File: config.mk
export PLATFORM = sky130hd
export DESIGN_NAME = mae_exec
export DESIGN_NICKNAME = d
export VERILOG_FILES = /design/src/mae_pkg.sv /design/src/mae_accum.sv /design/src/mae_exec.sv
export SDC_FILE = /design/constraint.sdc
export NUM_CORES = 2
export LEC_CHECK = 0
export BUFFER_PORTS_ARGS = -buffer_cell sky130_fd_sc_hd__buf_2
export CORE_MARGIN = 2
export CORE_UTILIZATION = 45
export CTS_BUF_LIST = sky130_fd_sc_hd__clkbuf_8
export DETAILED_ROUTE_END_ITERATION = 7
export PLACE_DENSITY = 0.7
export SLEW_MARGIN = 20
export SYNTH_ARGS = -nofsm -noshare
export SYNTH_HDL_FRONTEND = slang
export SYNTH_SLANG_ARGS = --single-unit
File: constraint.sdc
create_clock -name clk_i -period 10.55 [get_ports clk_i]
set_input_delay 0.5275 -clock clk_i [delete_from_list [all_inputs] [get_ports clk_i]]
set_output_delay 0.5275 -clock clk_i [all_outputs]
set_load 0.01 [all_outputs]
File: src/mae_pkg.sv
// Constants and carrier types shared by the multiply-accumulate execution block
package mae_pkg;

  // ****************************************************************
  // Widths
  // ****************************************************************
  localparam int DW      = 16;
  localparam int AW      = 16;
  localparam int PW      = 32;
  localparam int T1W     = 5;
  localparam int T2W     = 4;
  localparam int DMAW    = 7;
  localparam int DPW     = 9;
  localparam int RCW     = 16;
  localparam int CCW     = 20;
  localparam int NAR     = 8;
  localparam int ARPW    = 3;
  localparam int CTW     = 5;

  // ****************************************************************
  // Timing
  // ****************************************************************
  localparam logic [1:0] PC_STEP   = 2'h2;
  localparam int         SETUP_CYC = 2;

  // ****************************************************************
  // Register byte offsets
  // ****************************************************************
  localparam logic [7:0] OFF_CTRL  = 8'h00;
  localparam logic [7:0] OFF_STAT  = 8'h04;
  localparam logic [7:0] OFF_ACC   = 8'h08;
  localparam logic [7:0] OFF_PRODUCT_REG  = 8'h0c;
  localparam logic [7:0] OFF_OPA   = 8'h10;
  localparam logic [7:0] OFF_OPB   = 8'h14;
  localparam logic [7:0] OFF_OPC   = 8'h18;
  localparam logic [7:0] OFF_PFC   = 8'h1c;
  localparam logic [7:0] OFF_MCS   = 8'h20;
  localparam logic [7:0] OFF_ARP   = 8'h24;
  localparam logic [2:0] OFF_ARBLK = 3'h2;

  // ****************************************************************
  // Field positions and reset values
  // ****************************************************************
  localparam int CT_PM   = 0;
  localparam int CT_TRM  = 2;
  localparam int CT_OVM  = 3;
  localparam int CT_CNF  = 4;
  localparam int ST_C    = 0;
  localparam int ST_OV   = 1;
  localparam int ST_BUSY = 2;
  localparam logic [CTW-1:0] CTRL_RST = 5'h00;

  // ****************************************************************
  // Encodings
  // ****************************************************************
  localparam logic [1:0] PM_NONE = 2'h0;
  localparam logic [1:0] PM_L1   = 2'h1;
  localparam logic [1:0] PM_L4   = 2'h2;
  localparam logic [1:0] PM_R6   = 2'h3;
  localparam logic [2:0] IND_KEEP = 3'h0;
  localparam logic [2:0] IND_INC  = 3'h1;
  localparam logic [2:0] IND_DEC  = 3'h2;
  localparam logic [2:0] IND_ADD0 = 3'h3;
  localparam logic [2:0] IND_SUB0 = 3'h4;
  localparam logic [PW-1:0] SAT_POS = 32'h7fffffff;
  localparam logic [PW-1:0] SAT_NEG = 32'h80000000;

  typedef enum logic [1:0] {MAE_IDLE, MAE_SETUP, MAE_FILL, MAE_ITER} mae_state_type;

  typedef struct packed {
    logic            is_move;
    logic            indirect;
    logic [AW-1:0]   pma;
    logic [DMAW-1:0] dma;
    logic [DPW-1:0]  dp;
    logic [2:0]      ind_mode;
    logic            arp_load;
    logic [ARPW-1:0] arp_new;
    logic [RCW-1:0]  repeat_prefix;
    logic            ops_same;
    logic            code_same;
  } mae_cmd_type;

endpackage

File: src/mae_accum.sv
// Product shifter and saturating accumulator adder
`timescale 1ns/1ps
`default_nettype none
module mae_accum (
  input  wire logic [mae_pkg::PW-1:0] acc_i,     // Accumulator value
  input  wire logic [mae_pkg::PW-1:0] product_reg_i,    // Product register value
  input  wire logic [1:0]             pm_i,      // Product shift mode
  input  wire logic                   ovm_i,     // Saturate on overflow
  output logic      [mae_pkg::PW-1:0] shifted_o, // Shifted product
  output logic      [mae_pkg::PW-1:0] sum_o,     // Sum for accumulator
  output logic                        carry_o,   // Unsigned carry out
  output logic                        ov_o       // Signed overflow
);
  import mae_pkg::*;

  logic [PW:0] raw;

  always_comb begin
    case (pm_i)
      PM_L1:   shifted_o = {product_reg_i[PW-2:0], 1'b0};
      PM_L4:   shifted_o = {product_reg_i[PW-5:0], 4'h0};
      PM_R6:   shifted_o = {{6{product_reg_i[PW-1]}}, product_reg_i[PW-1:6]};
      default: shifted_o = product_reg_i;
    endcase
  end

  assign raw     = {1'b0, acc_i} + {1'b0, shifted_o};
  assign carry_o = raw[PW];
  assign ov_o    = (acc_i[PW-1] == shifted_o[PW-1]) && (raw[PW-1] != acc_i[PW-1]);

  // Saturation direction follows the sign both operands share
  always_comb begin
    if (ovm_i && ov_o) begin
      sum_o = acc_i[PW-1] ? SAT_NEG : SAT_POS;
    end else begin
      sum_o = raw[PW-1:0];
    end
  end

endmodule
`default_nettype wire

File: src/mae_exec.sv
// Multiply-accumulate execution datapath with Wishbone register access
//
// Function
// (RULE_01) Each step shifts product by shift mode and adds it into accumulator.
// (RULE_02) Data word loads operand A; data times coefficient goes to product register.
// (RULE_03) Carry set on accumulator addition carry out, cleared otherwise.
// (RULE_04) With load mode zero, operand A loads also write operands B and C.
// (RULE_05) Operand B holds 5 bits, C 4 bits; all three are bus readable/writable.
// (RULE_06) Coefficient address is 16 bits, direct data offset is 7 bits.
// (RULE_07) Start saves prefetch counter, loads coefficient address; end restores it.
// (RULE_08) Prefetch counter steps by one per repeated iteration.
// (RULE_09) After pipeline fill each repeated iteration takes one cycle.
// (RULE_10) Software sets block config bit before coefficients live in RAM block.
// (RULE_11) Direct data address stays fixed across all iterations.
// (RULE_12) Move variant also copies data word to next higher address.
// (RULE_13) Move variant skips copy for mapped registers or external memory.
// (RULE_14) Instruction is two words; single run costs 3, or 4 sharing block.
// (RULE_15) Move variant single run costs 5 when operands and code share block.
// (RULE_16) Repeated run costs n+2 cycles for n iterations, plus wait states.
// (RULE_17) Repeated move variant costs 2n+2 when data shares block with code.
// (RULE_18) Signed overflow sets overflow flag; saturate mode clamps accumulator.
// (RULE_19) Indirect mode updates current aux register and pointer each iteration.
//
// The Wishbone slave port and the register offsets were left to the implementer.
`timescale 1ns/1ps
`default_nettype none
module mae_exec (
  input  wire logic                      clk_i,          // 200 MHz core clock
  input  wire logic                      rst_i,          // Synchronous reset
  input  wire logic                      wb_cyc_i,       // Wishbone cycle
  input  wire logic                      wb_stb_i,       // Wishbone strobe
  input  wire logic                      wb_we_i,        // Wishbone write
  input  wire logic [7:0]                wb_adr_i,       // Wishbone byte address
  input  wire logic [3:0]                wb_sel_i,       // Wishbone byte lanes
  input  wire logic [31:0]               wb_dat_i,       // Wishbone write data
  output logic      [31:0]               wb_dat_o,       // Wishbone read data
  output logic                           wb_ack_o,       // Wishbone ack
  input  wire logic                      cmd_valid_i,    // Instruction issue
  input  wire mae_pkg::mae_cmd_type      cmd_i,          // Decoded instruction
  output logic                           cmd_ready_o,    // Ready for issue
  output logic                           done_o,         // Last step pulse
  output logic      [1:0]                pc_step_o,      // Program counter advance
  output logic      [mae_pkg::AW-1:0]    pm_addr_o,      // Coefficient address
  input  wire logic [mae_pkg::DW-1:0]    pm_rdata_i,     // Coefficient word
  output logic      [mae_pkg::AW-1:0]    dm_addr_o,      // Data operand address
  input  wire logic [mae_pkg::DW-1:0]    dm_rdata_i,     // Data operand word
  input  wire logic                      dm_onchip_i,    // Address is on-chip RAM
  input  wire logic                      mem_ready_i,    // Operands valid
  output logic                           dm_wr_o,        // Copy write strobe
  output logic      [mae_pkg::AW-1:0]    dm_waddr_o,     // Copy write address
  output logic      [mae_pkg::DW-1:0]    dm_wdata_o,     // Copy write data
  output logic                           ram_block_config_o // Block config bit
);
  import mae_pkg::*;

  // ****************************************************************
  // State
  // ****************************************************************
  mae_state_type     st_r;
  mae_cmd_type       cmd_r;
  logic [CTW-1:0]    ctrl_r;
  logic [PW-1:0]     accumulator_reg;
  logic [PW-1:0]     product_reg;
  logic [DW-1:0]     mult_operand_a;
  logic [T1W-1:0]    mult_operand_b;
  logic [T2W-1:0]    mult_operand_c;
  logic [AW-1:0]     prefetch_counter;
  logic [AW-1:0]     saved_counter_reg;
  logic [RCW-1:0]    rem_r;
  logic [1:0]        extra_r;
  logic [1:0]        stall_r;
  logic              carry_r;
  logic              overflow_flag;
  logic [AW-1:0]     aux_r [NAR];
  logic [ARPW-1:0]   aux_reg_pointer;
  logic [AW-1:0]     daddr_r;
  logic              ack_r;
  logic [31:0]       rdat_r;
  logic              wr_r;
  logic [AW-1:0]     waddr_r;
  logic [DW-1:0]     wdata_r;

  logic              accept;
  logic              step;
  logic              last;
  logic              wr_en;
  logic              rd_en;
  logic [31:0]       rd_mux;
  logic              ar_hit;
  logic [PW-1:0]     shifted;
  logic [PW-1:0]     sum;
  logic              alu_c;
  logic              alu_ov;
  logic signed [PW-1:0] prod;
  logic [AW-1:0]     ar_cur;
  logic [AW-1:0]     ar_upd;
  logic [ARPW-1:0]   arp_n;
  logic [1:0]        pm_mode;
  logic              multi_operand_load_mode;
  logic              overflow_saturate_mode;

  assign pm_mode = ctrl_r[CT_PM +: 2];
  assign multi_operand_load_mode     = ctrl_r[CT_TRM];
  assign overflow_saturate_mode     = ctrl_r[CT_OVM];

  // ****************************************************************
  // Wishbone slave
  // ****************************************************************
  function automatic logic [31:0] mrg(input logic [31:0] o, input logic [31:0] n, input logic [3:0] s);
    logic [31:0] r;
    r = o;
    for (int i = 0; i < 4; i++) begin
      if (s[i]) begin
        r[8*i +: 8] = n[8*i +: 8];
      end
    end
    return r;
  endfunction

  assign rd_en  = wb_cyc_i & wb_stb_i & ~ack_r;
  assign wr_en  = rd_en & wb_we_i;
  assign ar_hit = (wb_adr_i[7:5] == OFF_ARBLK);

  always_comb begin
    rd_mux = 32'h00000000;
    if (ar_hit) begin
      rd_mux[AW-1:0] = aux_r[wb_adr_i[4:2]];
    end else begin
      case (wb_adr_i)
        OFF_CTRL: rd_mux[CTW-1:0] = ctrl_r;
        OFF_STAT: rd_mux[2:0] = {st_r != MAE_IDLE, overflow_flag, carry_r};
        OFF_ACC:  rd_mux = accumulator_reg;
        OFF_PRODUCT_REG: rd_mux = product_reg;
        OFF_OPA:  rd_mux[DW-1:0] = mult_operand_a;
        OFF_OPB:  rd_mux[T1W-1:0] = mult_operand_b; // RULE_05
        OFF_OPC:  rd_mux[T2W-1:0] = mult_operand_c; // RULE_05
        OFF_PFC:  rd_mux[AW-1:0] = prefetch_counter;
        OFF_MCS:  rd_mux[AW-1:0] = saved_counter_reg;
        OFF_ARP:  rd_mux[ARPW-1:0] = aux_reg_pointer;
        default:  rd_mux = 32'h00000000;
      endcase
    end
  end

  // Unmapped offsets still ack, reading zero, so a master never hangs
  always_ff @(posedge clk_i) begin
    if (rst_i) begin
      ack_r  <= 1'b0;
      rdat_r <= 32'h00000000;
    end else begin
      ack_r  <= rd_en;
      rdat_r <= rd_en ? rd_mux : rdat_r;
    end
  end

  assign wb_ack_o = ack_r;
  assign wb_dat_o = rdat_r;

  always_ff @(posedge clk_i) begin
    if (rst_i) begin
      ctrl_r <= CTRL_RST;
    end else if (wr_en && wb_adr_i == OFF_CTRL) begin
      ctrl_r <= CTW'(mrg({27'h0000000, ctrl_r}, wb_dat_i, wb_sel_i));
    end
  end

  assign ram_block_config_o = ctrl_r[CT_CNF]; // RULE_10

  // ****************************************************************
  // Sequencer
  // ****************************************************************
  assign accept      = (st_r == MAE_IDLE) && cmd_valid_i;
  assign cmd_ready_o = (st_r == MAE_IDLE);
  assign step        = (st_r == MAE_ITER) && (stall_r == extra_r) && mem_ready_i; // RULE_09 RULE_16
  assign last        = step && (rem_r == '0);
  assign done_o      = last;
  assign pc_step_o   = PC_STEP; // RULE_14

  always_ff @(posedge clk_i) begin
    if (rst_i) begin
      st_r <= MAE_IDLE;
    end else begin
      case (st_r)
        MAE_IDLE:  st_r <= accept ? MAE_SETUP : MAE_IDLE;
        MAE_SETUP: st_r <= MAE_FILL;
        MAE_FILL:  st_r <= MAE_ITER;
        MAE_ITER:  st_r <= last ? MAE_IDLE : MAE_ITER;
        default:   st_r <= MAE_IDLE;
      endcase
    end
  end

  // Operand block sharing, and for a move code block sharing, each cost one extra cycle per iteration
  always_ff @(posedge clk_i) begin
    if (rst_i) begin
      cmd_r   <= '0;
      rem_r   <= '0;
      extra_r <= 2'h0;
      stall_r <= 2'h0;
    end else if (accept) begin
      cmd_r   <= cmd_i;
      rem_r   <= cmd_i.repeat_prefix;
      extra_r <= {1'b0, cmd_i.ops_same} + {1'b0, cmd_i.is_move & cmd_i.code_same}; // RULE_14 RULE_15 RULE_17
      stall_r <= 2'h0;
    end else if (step) begin
      rem_r   <= rem_r - 1'b1; // RULE_07
      stall_r <= 2'h0;
    end else if (st_r == MAE_ITER && stall_r != extra_r) begin
      stall_r <= stall_r + 1'b1;
    end
  end

  always_ff @(posedge clk_i) begin
    if (rst_i) begin
      prefetch_counter  <= '0;
      saved_counter_reg <= '0;
    end else if (accept) begin
      saved_counter_reg <= prefetch_counter; // RULE_07
      prefetch_counter  <= cmd_i.pma; // RULE_06
    end else if (step) begin
      prefetch_counter  <= last ? saved_counter_reg : prefetch_counter + 1'b1; // RULE_07 RULE_08
    end else if (wr_en && wb_adr_i == OFF_PFC && st_r == MAE_IDLE) begin
      prefetch_counter  <= AW'(mrg({16'h0000, prefetch_counter}, wb_dat_i, wb_sel_i));
    end
  end

  assign pm_addr_o = prefetch_counter;

  // ****************************************************************
  // Arithmetic
  // ****************************************************************
  mae_accum u_accum (
    .acc_i     (accumulator_reg),
    .product_reg_i    (product_reg),
    .pm_i      (pm_mode),
    .ovm_i     (overflow_saturate_mode),
    .shifted_o (shifted),
    .sum_o     (sum),
    .carry_o   (alu_c),
    .ov_o      (alu_ov)
  );

  assign prod = $signed(dm_rdata_i) * $signed(pm_rdata_i);

  // A step in the same cycle as a bus write wins the register
  always_ff @(posedge clk_i) begin
    if (rst_i) begin
      accumulator_reg <= '0;
      product_reg     <= '0;
    end else if (step) begin
      accumulator_reg <= sum; // RULE_01 RULE_18
      product_reg     <= prod; // RULE_02
    end else if (wr_en && wb_adr_i == OFF_ACC) begin
      accumulator_reg <= mrg(accumulator_reg, wb_dat_i, wb_sel_i);
    end else if (wr_en && wb_adr_i == OFF_PRODUCT_REG) begin
      product_reg     <= mrg(product_reg, wb_dat_i, wb_sel_i);
    end
  end

  always_ff @(posedge clk_i) begin
    if (rst_i) begin
      mult_operand_a <= '0;
      mult_operand_b <= '0;
      mult_operand_c <= '0;
    end else if (step) begin
      mult_operand_a <= dm_rdata_i; // RULE_02
      if (!multi_operand_load_mode) begin
        mult_operand_b <= dm_rdata_i[T1W-1:0]; // RULE_04 RULE_05
        mult_operand_c <= dm_rdata_i[T2W-1:0]; // RULE_04 RULE_05
      end
    end else if (wr_en) begin
      if (wb_adr_i == OFF_OPA) begin
        mult_operand_a <= DW'(mrg({16'h0000, mult_operand_a}, wb_dat_i, wb_sel_i));
      end
      if (wb_adr_i == OFF_OPB && wb_sel_i[0]) begin
        mult_operand_b <= wb_dat_i[T1W-1:0]; // RULE_05
      end
      if (wb_adr_i == OFF_OPC && wb_sel_i[0]) begin
        mult_operand_c <= wb_dat_i[T2W-1:0]; // RULE_05
      end
    end
  end

  // Overflow is sticky: write one to clear, a new overflow wins
  always_ff @(posedge clk_i) begin
    if (rst_i) begin
      carry_r       <= 1'b0;
      overflow_flag <= 1'b0;
    end else begin
      if (step) begin
        carry_r <= alu_c; // RULE_03
      end else if (wr_en && wb_adr_i == OFF_STAT && wb_sel_i[0]) begin
        carry_r <= wb_dat_i[ST_C];
      end
      if (step && alu_ov) begin
        overflow_flag <= 1'b1; // RULE_18
      end else if (wr_en && wb_adr_i == OFF_STAT && wb_sel_i[0] && wb_dat_i[ST_OV]) begin
        overflow_flag <= 1'b0;
      end
    end
  end

  // ****************************************************************
  // Addressing and data move
  // ****************************************************************
  always_comb begin
    ar_cur = aux_r[aux_reg_pointer];
    case (cmd_r.ind_mode)
      IND_INC:  ar_upd = ar_cur + 1'b1;
      IND_DEC:  ar_upd = ar_cur - 1'b1;
      IND_ADD0: ar_upd = ar_cur + aux_r[0];
      IND_SUB0: ar_upd = ar_cur - aux_r[0];
      default:  ar_upd = ar_cur;
    endcase
    arp_n = cmd_r.arp_load ? cmd_r.arp_new : aux_reg_pointer;
  end

  always_ff @(posedge clk_i) begin
    if (rst_i) begin
      for (int i = 0; i < NAR; i++) begin
        aux_r[i] <= '0;
      end
      aux_reg_pointer <= '0;
    end else if (step && cmd_r.indirect) begin
      aux_r[aux_reg_pointer] <= ar_upd; // RULE_19
      aux_reg_pointer        <= arp_n; // RULE_19
    end else if (wr_en && ar_hit) begin
      aux_r[wb_adr_i[4:2]] <= AW'(mrg({16'h0000, aux_r[wb_adr_i[4:2]]}, wb_dat_i, wb_sel_i));
    end else if (wr_en && wb_adr_i == OFF_ARP && wb_sel_i[0]) begin
      aux_reg_pointer <= wb_dat_i[ARPW-1:0];
    end
  end

  // Direct address is latched once, so repeats cannot walk it
  always_ff @(posedge clk_i) begin
    if (rst_i) begin
      daddr_r <= '0;
    end else if (accept) begin
      daddr_r <= cmd_i.indirect ? aux_r[aux_reg_pointer] : {cmd_i.dp, cmd_i.dma}; // RULE_06 RULE_11
    end else if (step && cmd_r.indirect) begin
      daddr_r <= (arp_n == aux_reg_pointer) ? ar_upd : aux_r[arp_n]; // RULE_19
    end
  end

  assign dm_addr_o = daddr_r;

  always_ff @(posedge clk_i) begin
    if (rst_i) begin
      wr_r    <= 1'b0;
      waddr_r <= '0;
      wdata_r <= '0;
    end else begin
      wr_r <= step && cmd_r.is_move && dm_onchip_i; // RULE_12 RULE_13
      if (step) begin
        waddr_r <= daddr_r + 1'b1; // RULE_12
        wdata_r <= dm_rdata_i;
      end
    end
  end

  assign dm_wr_o    = wr_r;
  assign dm_waddr_o = waddr_r;
  assign dm_wdata_o = wdata_r;

  // ****************************************************************
  // Checks
  // ****************************************************************
  logic [CCW-1:0] cost_r;
  logic           waited_r;
  logic [CCW-1:0] n_iter;
  logic [CCW-1:0] cost_exp;

  always_ff @(posedge clk_i) begin
    if (rst_i) begin
      cost_r   <= '0;
      waited_r <= 1'b0;
    end else if (accept) begin
      cost_r   <= {{(CCW-1){1'b0}}, 1'b1};
      waited_r <= 1'b0;
    end else if (st_r != MAE_IDLE) begin
      cost_r   <= cost_r + 1'b1;
      waited_r <= waited_r | (st_r == MAE_ITER && stall_r == extra_r && !mem_ready_i);
    end
  end

  assign n_iter   = {{(CCW-RCW-1){1'b0}}, {1'b0, cmd_r.repeat_prefix} + 17'h00001};
  assign cost_exp = CCW'(SETUP_CYC) + n_iter * {{(CCW-2){1'b0}}, 2'h1 + extra_r} - 1'b1;
endmodule
`default_nettype wire

==> results.txt <==
----------------------------------------------------
[Status]
  Outcome ... finished clean

[Floorplan]
  Vertical die dimension ... 276 µm
  Ports placed on the boundary ... 246
  Die Wd ... approximately 280 µm
  Floorplan core area ... 73,000 µm²
  Area enclosed by the die boundary ... around 76,000 µm²
  Starting utilization of the core area ... 45.5%
  Row count ... slightly below 100

[Clock tree]
  Post-CTS Hold Buffers ... 0
  Clock tree from TritonCTS ... built
  Largest buffer count on any clock path ... 3
  Clock-pin transition on the worst setup and hold timing paths ... 0.06 ns
  Post-CTS Setup Bufs ... 0
  Count of instances resized after the clock tree is built ... 0
  Clock Tree Root ... sky130_fd_sc_hd__clkbuf_8
  Clock buffers created by TritonCTS ... 67
  Clock latency at the later pin of the worst-skew pair ... 0.67 ns
  Maximum level of the CTS H-tree ... 3
  Clock net sink count ... 375

[Global route]
  Number of global-route vias before repair ... 28.5k
  Total Routing Usage GR ... 30.1%
  First-pass GRT wire length ... 173,000 µm
  Number of antenna violations at the first check in global routing ... 6
  Aggregate global routing overflow ... 0
  Pin count of the biggest net entering global routing ... 84

[Power]
  Static leakage power ... 15.4 nW
  Total power density per cell area ... around 250 nW/µm²
  Maximum VDD drop ... around 0.52 mV

[Route]
  WL met1 ... 44,000 µm
  Vias ... 29.8k
  DRC violations left ... 0
  Remaining antenna violation count after routing ... 0
  First-pass iteration count of the detailed router ... 7
  Top Metal Used ... met5
  Total length of routed met3 wires ... 13,200 µm
  Violation count after the first detailed-route iteration ... 3,577
  Wire length reported by the detailed router ... 115,000 µm
  Met2 wire length ... 51,700 µm
  Routed length per placed instance ... 23.5 µm
  Vias per std cell ... 6.09

[Synthesis]
  Post-Syn Area ... ~33,000 µm²
  Main area contributors after synthesis ... sky130_fd_sc_hd__fa_1, sky130_fd_sc_hd__dfxtp_1, sky130_fd_sc_hd__edfxtp_1
  Share of the synthesized area in the top cell type ... 15.9%
  Top cells by instance count after synthesis ... sky130_fd_sc_hd__nand2_1, sky130_fd_sc_hd__nor2_1, sky130_fd_sc_hd__inv_1
  Number of enable flip-flop cells after synthesis ... 128
  Most used standard cell by instance count after synthesis ... sky130_fd_sc_hd__nand2_1
  Proportion of register bits with asynchronous set or reset after synthesis ... 0%
  Fraction of the yosys area taken by sequential cells ... 26.5%
  Gate count of the mapped netlist ... between 3k and 4k
  Number of library cell types mapped by synthesis ... 76
  Register bit count reported by yosys ... approximately 380
  Area leader, netlist ... sky130_fd_sc_hd__fa_1
  Post-Syn Nets ... 4,317
  Yosys warns ... 0
  Average footprint of a synthesized cell ... 8.79 µm²
  Primary flip-flop cell chosen by synthesis mapping ... sky130_fd_sc_hd__dfxtp_1

[Final layout]
  Count of nets after finishing ... 4,422
  Number of fill cells in the layout ... between 6k and 7k
  Largest register FFs ... between 100 and 150
  Synth-to-Final Area Change ... 9.53%
  Register containing the most flip-flops in the final layout ... aux_r
  Area of combinational cells with multiple inputs ... around 22,000 µm²
  Share of cells above drive strength 1 ... 13.5%
  Area of all sequential standard cells ... 8790 µm²

[STA]
  Count of final setup violators ... 0
  Final hold vios ... 0
  Setup repair after global routing missed its margin ... false
  Max Clk Rate ... ~160 MHz
  Worst-margin pin slew ... approximately 1.2 ns
  Worst-case setup margin in the final layout ... 4.36 ns
  Final Max Tran Viols ... 0
  Post-route minimum period ... 6.19 ns
  Slew margin rel. ... 21.3%
  Final TNS setup ... 0 ns
  Setup clock skew after layout ... around 0.036 ns
  Tcrit/Tclk final ... 58.6%

[Setup path]
  RR Startpoint ... ctrl_r[0]
  Kind of end point of the critical path ... flip-flop
  Worst endpoint required time ... 11.11 ns
  FF-to-FF End ... accumulator_reg[18]
  Kind of start point of the critical path ... input pin
  Data arrival time of the worst path ... 6.74 ns
  Worst-path fanout max ... 16
  Critical Setup Path Class ... in -> reg
  Setup slack on the worst flop-to-flop path ... between 4 and 5 ns
  Number of cells on the worst reg-to-reg path ... 12

[Hold path]
  Worst Hold End ... cmd_r[24]
  Hold Startpoint ... cmd_i[24]
  Min-delay worst type ... in -> reg
  Cell depth of the worst hold path ... 3

[Place]
  Worst slack after detailed placement ... between 3 and 4 ns
  Hpwl dp ... 84,300 µm
  IO buf count ... approximately 240
  Final GP Congestion ... roughly 1

[Run]
  # Max-Cap Violations ... 0

----------------------------------------------------
[cell families after synthesis]
kind of cell | Yosys count | synth area share, %
xor gates and xnor gates | 119 | 3.14
and+or+nand+nor | 1381 | 18.7
AOI/OAI and AO/OA | 756 | 15.3
adders and majority gates | 398 | 21.0
muxes | 175 | 8.81
buffers and inverters | 570 | 6.55
DFF | 375 | 26.5
other | 2 | 0.0226
[layout make-up]
class,instances,area share [%]
clock inverters,47,0.757
clock buffers,75,2.84
repair buffers,285,4.24
well taps,959,3.30
multi-input cells,2831,61.4
flip-flops and latches,375,24.2
diodes,2,0.0138
inverters,321,3.31
[worst max-delay path by stage]
| stage | start | endpoint | slack [ns] |
|---|---|---|---|
| 2_1_floorplan | pm_rdata_i[2] | product_reg[28] | 4.17 |
| 3_3_place_gp | dm_rdata_i[15] | product_reg[28] | 3.90 |
| 3_5_place_dp | dm_rdata_i[15] | product_reg[28] | 3.74 |
| 4_1_cts | dm_rdata_i[15] | product_reg[28] | 4.42 |
| 5_1_grt | dm_rdata_i[15] | product_reg[28] | 3.94 |
| 6_report | pm_rdata_i[1] | product_reg[28] | 4.36 |
[placed cells by master, fill, tap and decap left out, types with 10 or more instances in the layout]
master                     synthesis  final
sky130_fd_sc_hd__nand2_1         534    532
sky130_fd_sc_hd__nor2_1          393    390
sky130_fd_sc_hd__inv_1           320    341
sky130_fd_sc_hd__fa_1            264    264
sky130_fd_sc_hd__dfxtp_1         247    244
sky130_fd_sc_hd__buf_2             9    242
sky130_fd_sc_hd__a21oi_1         216    216
sky130_fd_sc_hd__ha_1            134    134
sky130_fd_sc_hd__and2_1          132    131
sky130_fd_sc_hd__edfxtp_1        128    128
sky130_fd_sc_hd__mux4_2           91     91
sky130_fd_sc_hd__o21ai_0          84     84
sky130_fd_sc_hd__a311oi_1         83     83
sky130_fd_sc_hd__a211oi_1         83     83
sky130_fd_sc_hd__clkbuf_8          0     76
sky130_fd_sc_hd__nand3_1          74     74
sky130_fd_sc_hd__nor3_1           67     67
sky130_fd_sc_hd__xnor2_1          64     64
sky130_fd_sc_hd__xor2_1           55     55
sky130_fd_sc_hd__mux2i_1          57     54
sky130_fd_sc_hd__buf_4             2     42
sky130_fd_sc_hd__and3_1           41     41
sky130_fd_sc_hd__a221oi_1         34     34
sky130_fd_sc_hd__a31oi_1          32     32
sky130_fd_sc_hd__nand2b_1         33     27
sky130_fd_sc_hd__mux2_2           27     27
sky130_fd_sc_hd__nor4_1           27     27
sky130_fd_sc_hd__o21a_1           27     27
sky130_fd_sc_hd__o22ai_1          27     27
sky130_fd_sc_hd__a21o_1           27     27
sky130_fd_sc_hd__o211ai_1         26     26
sky130_fd_sc_hd__a22oi_1          16     16
sky130_fd_sc_hd__a22o_1           15     15
sky130_fd_sc_hd__nand4_1          15     15
sky130_fd_sc_hd__or3_1            14     14
sky130_fd_sc_hd__o21ai_1          14     14
sky130_fd_sc_hd__nor2b_1          14     14
sky130_fd_sc_hd__o21bai_1         13     13
sky130_fd_sc_hd__o31ai_1          10     10
[per-layer routing]
| layer | GRT usage, % | up-vias |
|---|---|---|
| met3 | 8.25 | 310 |
| met5 | 1.25 | - |
| met2 | 46.2 | 1646 |
| met1 | 39.3 | 14500 |
| met4 | 14.2 | 6 |
| li1 | - | 13300 |
[worst max-delay path, cell delays in order]
cell,delay [ns]
sky130_fd_sc_hd__buf_2,0.21
sky130_fd_sc_hd__nand2_1,0.16
sky130_fd_sc_hd__inv_1,0.10
sky130_fd_sc_hd__fa_1,0.74
sky130_fd_sc_hd__fa_1,0.50
sky130_fd_sc_hd__fa_1,0.50
sky130_fd_sc_hd__fa_1,0.51
sky130_fd_sc_hd__fa_1,0.49
sky130_fd_sc_hd__inv_1,0.05
sky130_fd_sc_hd__fa_1,0.47
sky130_fd_sc_hd__inv_1,0.04
sky130_fd_sc_hd__ha_1,0.38
sky130_fd_sc_hd__nand3_1,0.11
sky130_fd_sc_hd__nor3_1,0.27
sky130_fd_sc_hd__or4b_2,0.66
sky130_fd_sc_hd__a31oi_1,0.25
sky130_fd_sc_hd__nand2_1,0.11
sky130_fd_sc_hd__o21ai_0,0.20
sky130_fd_sc_hd__xor2_1,0.16
sky130_fd_sc_hd__nor2_1,0.07
sky130_fd_sc_hd__a211oi_1,0.24
[power breakdown]
part | switching (mW) | internal [mW] | leakage (nW)
Combinational | 3.81 | 2.41 | 11.3
Sequential | 0.0853 | 1.56 | 3.33
Clock | 0.675 | 0.706 | 0.731
[per-stage QoR]
stage,power (mW),utilization [%],hold WS (ns),std cells,area [µm²]
after floorplan,6.05,-,0.414,3776,33200
after global placement,7.71,48.0,0.433,4771,35000
after detailed placement,7.75,48.0,0.437,4771,35000
after CTS,9.15,49.8,0.0694,4893,36300
after global routing,10.0,49.8,0.0920,4895,36400
final,9.24,49.8,0.0967,4895,36400
Power figures use the tool's default switching activity.
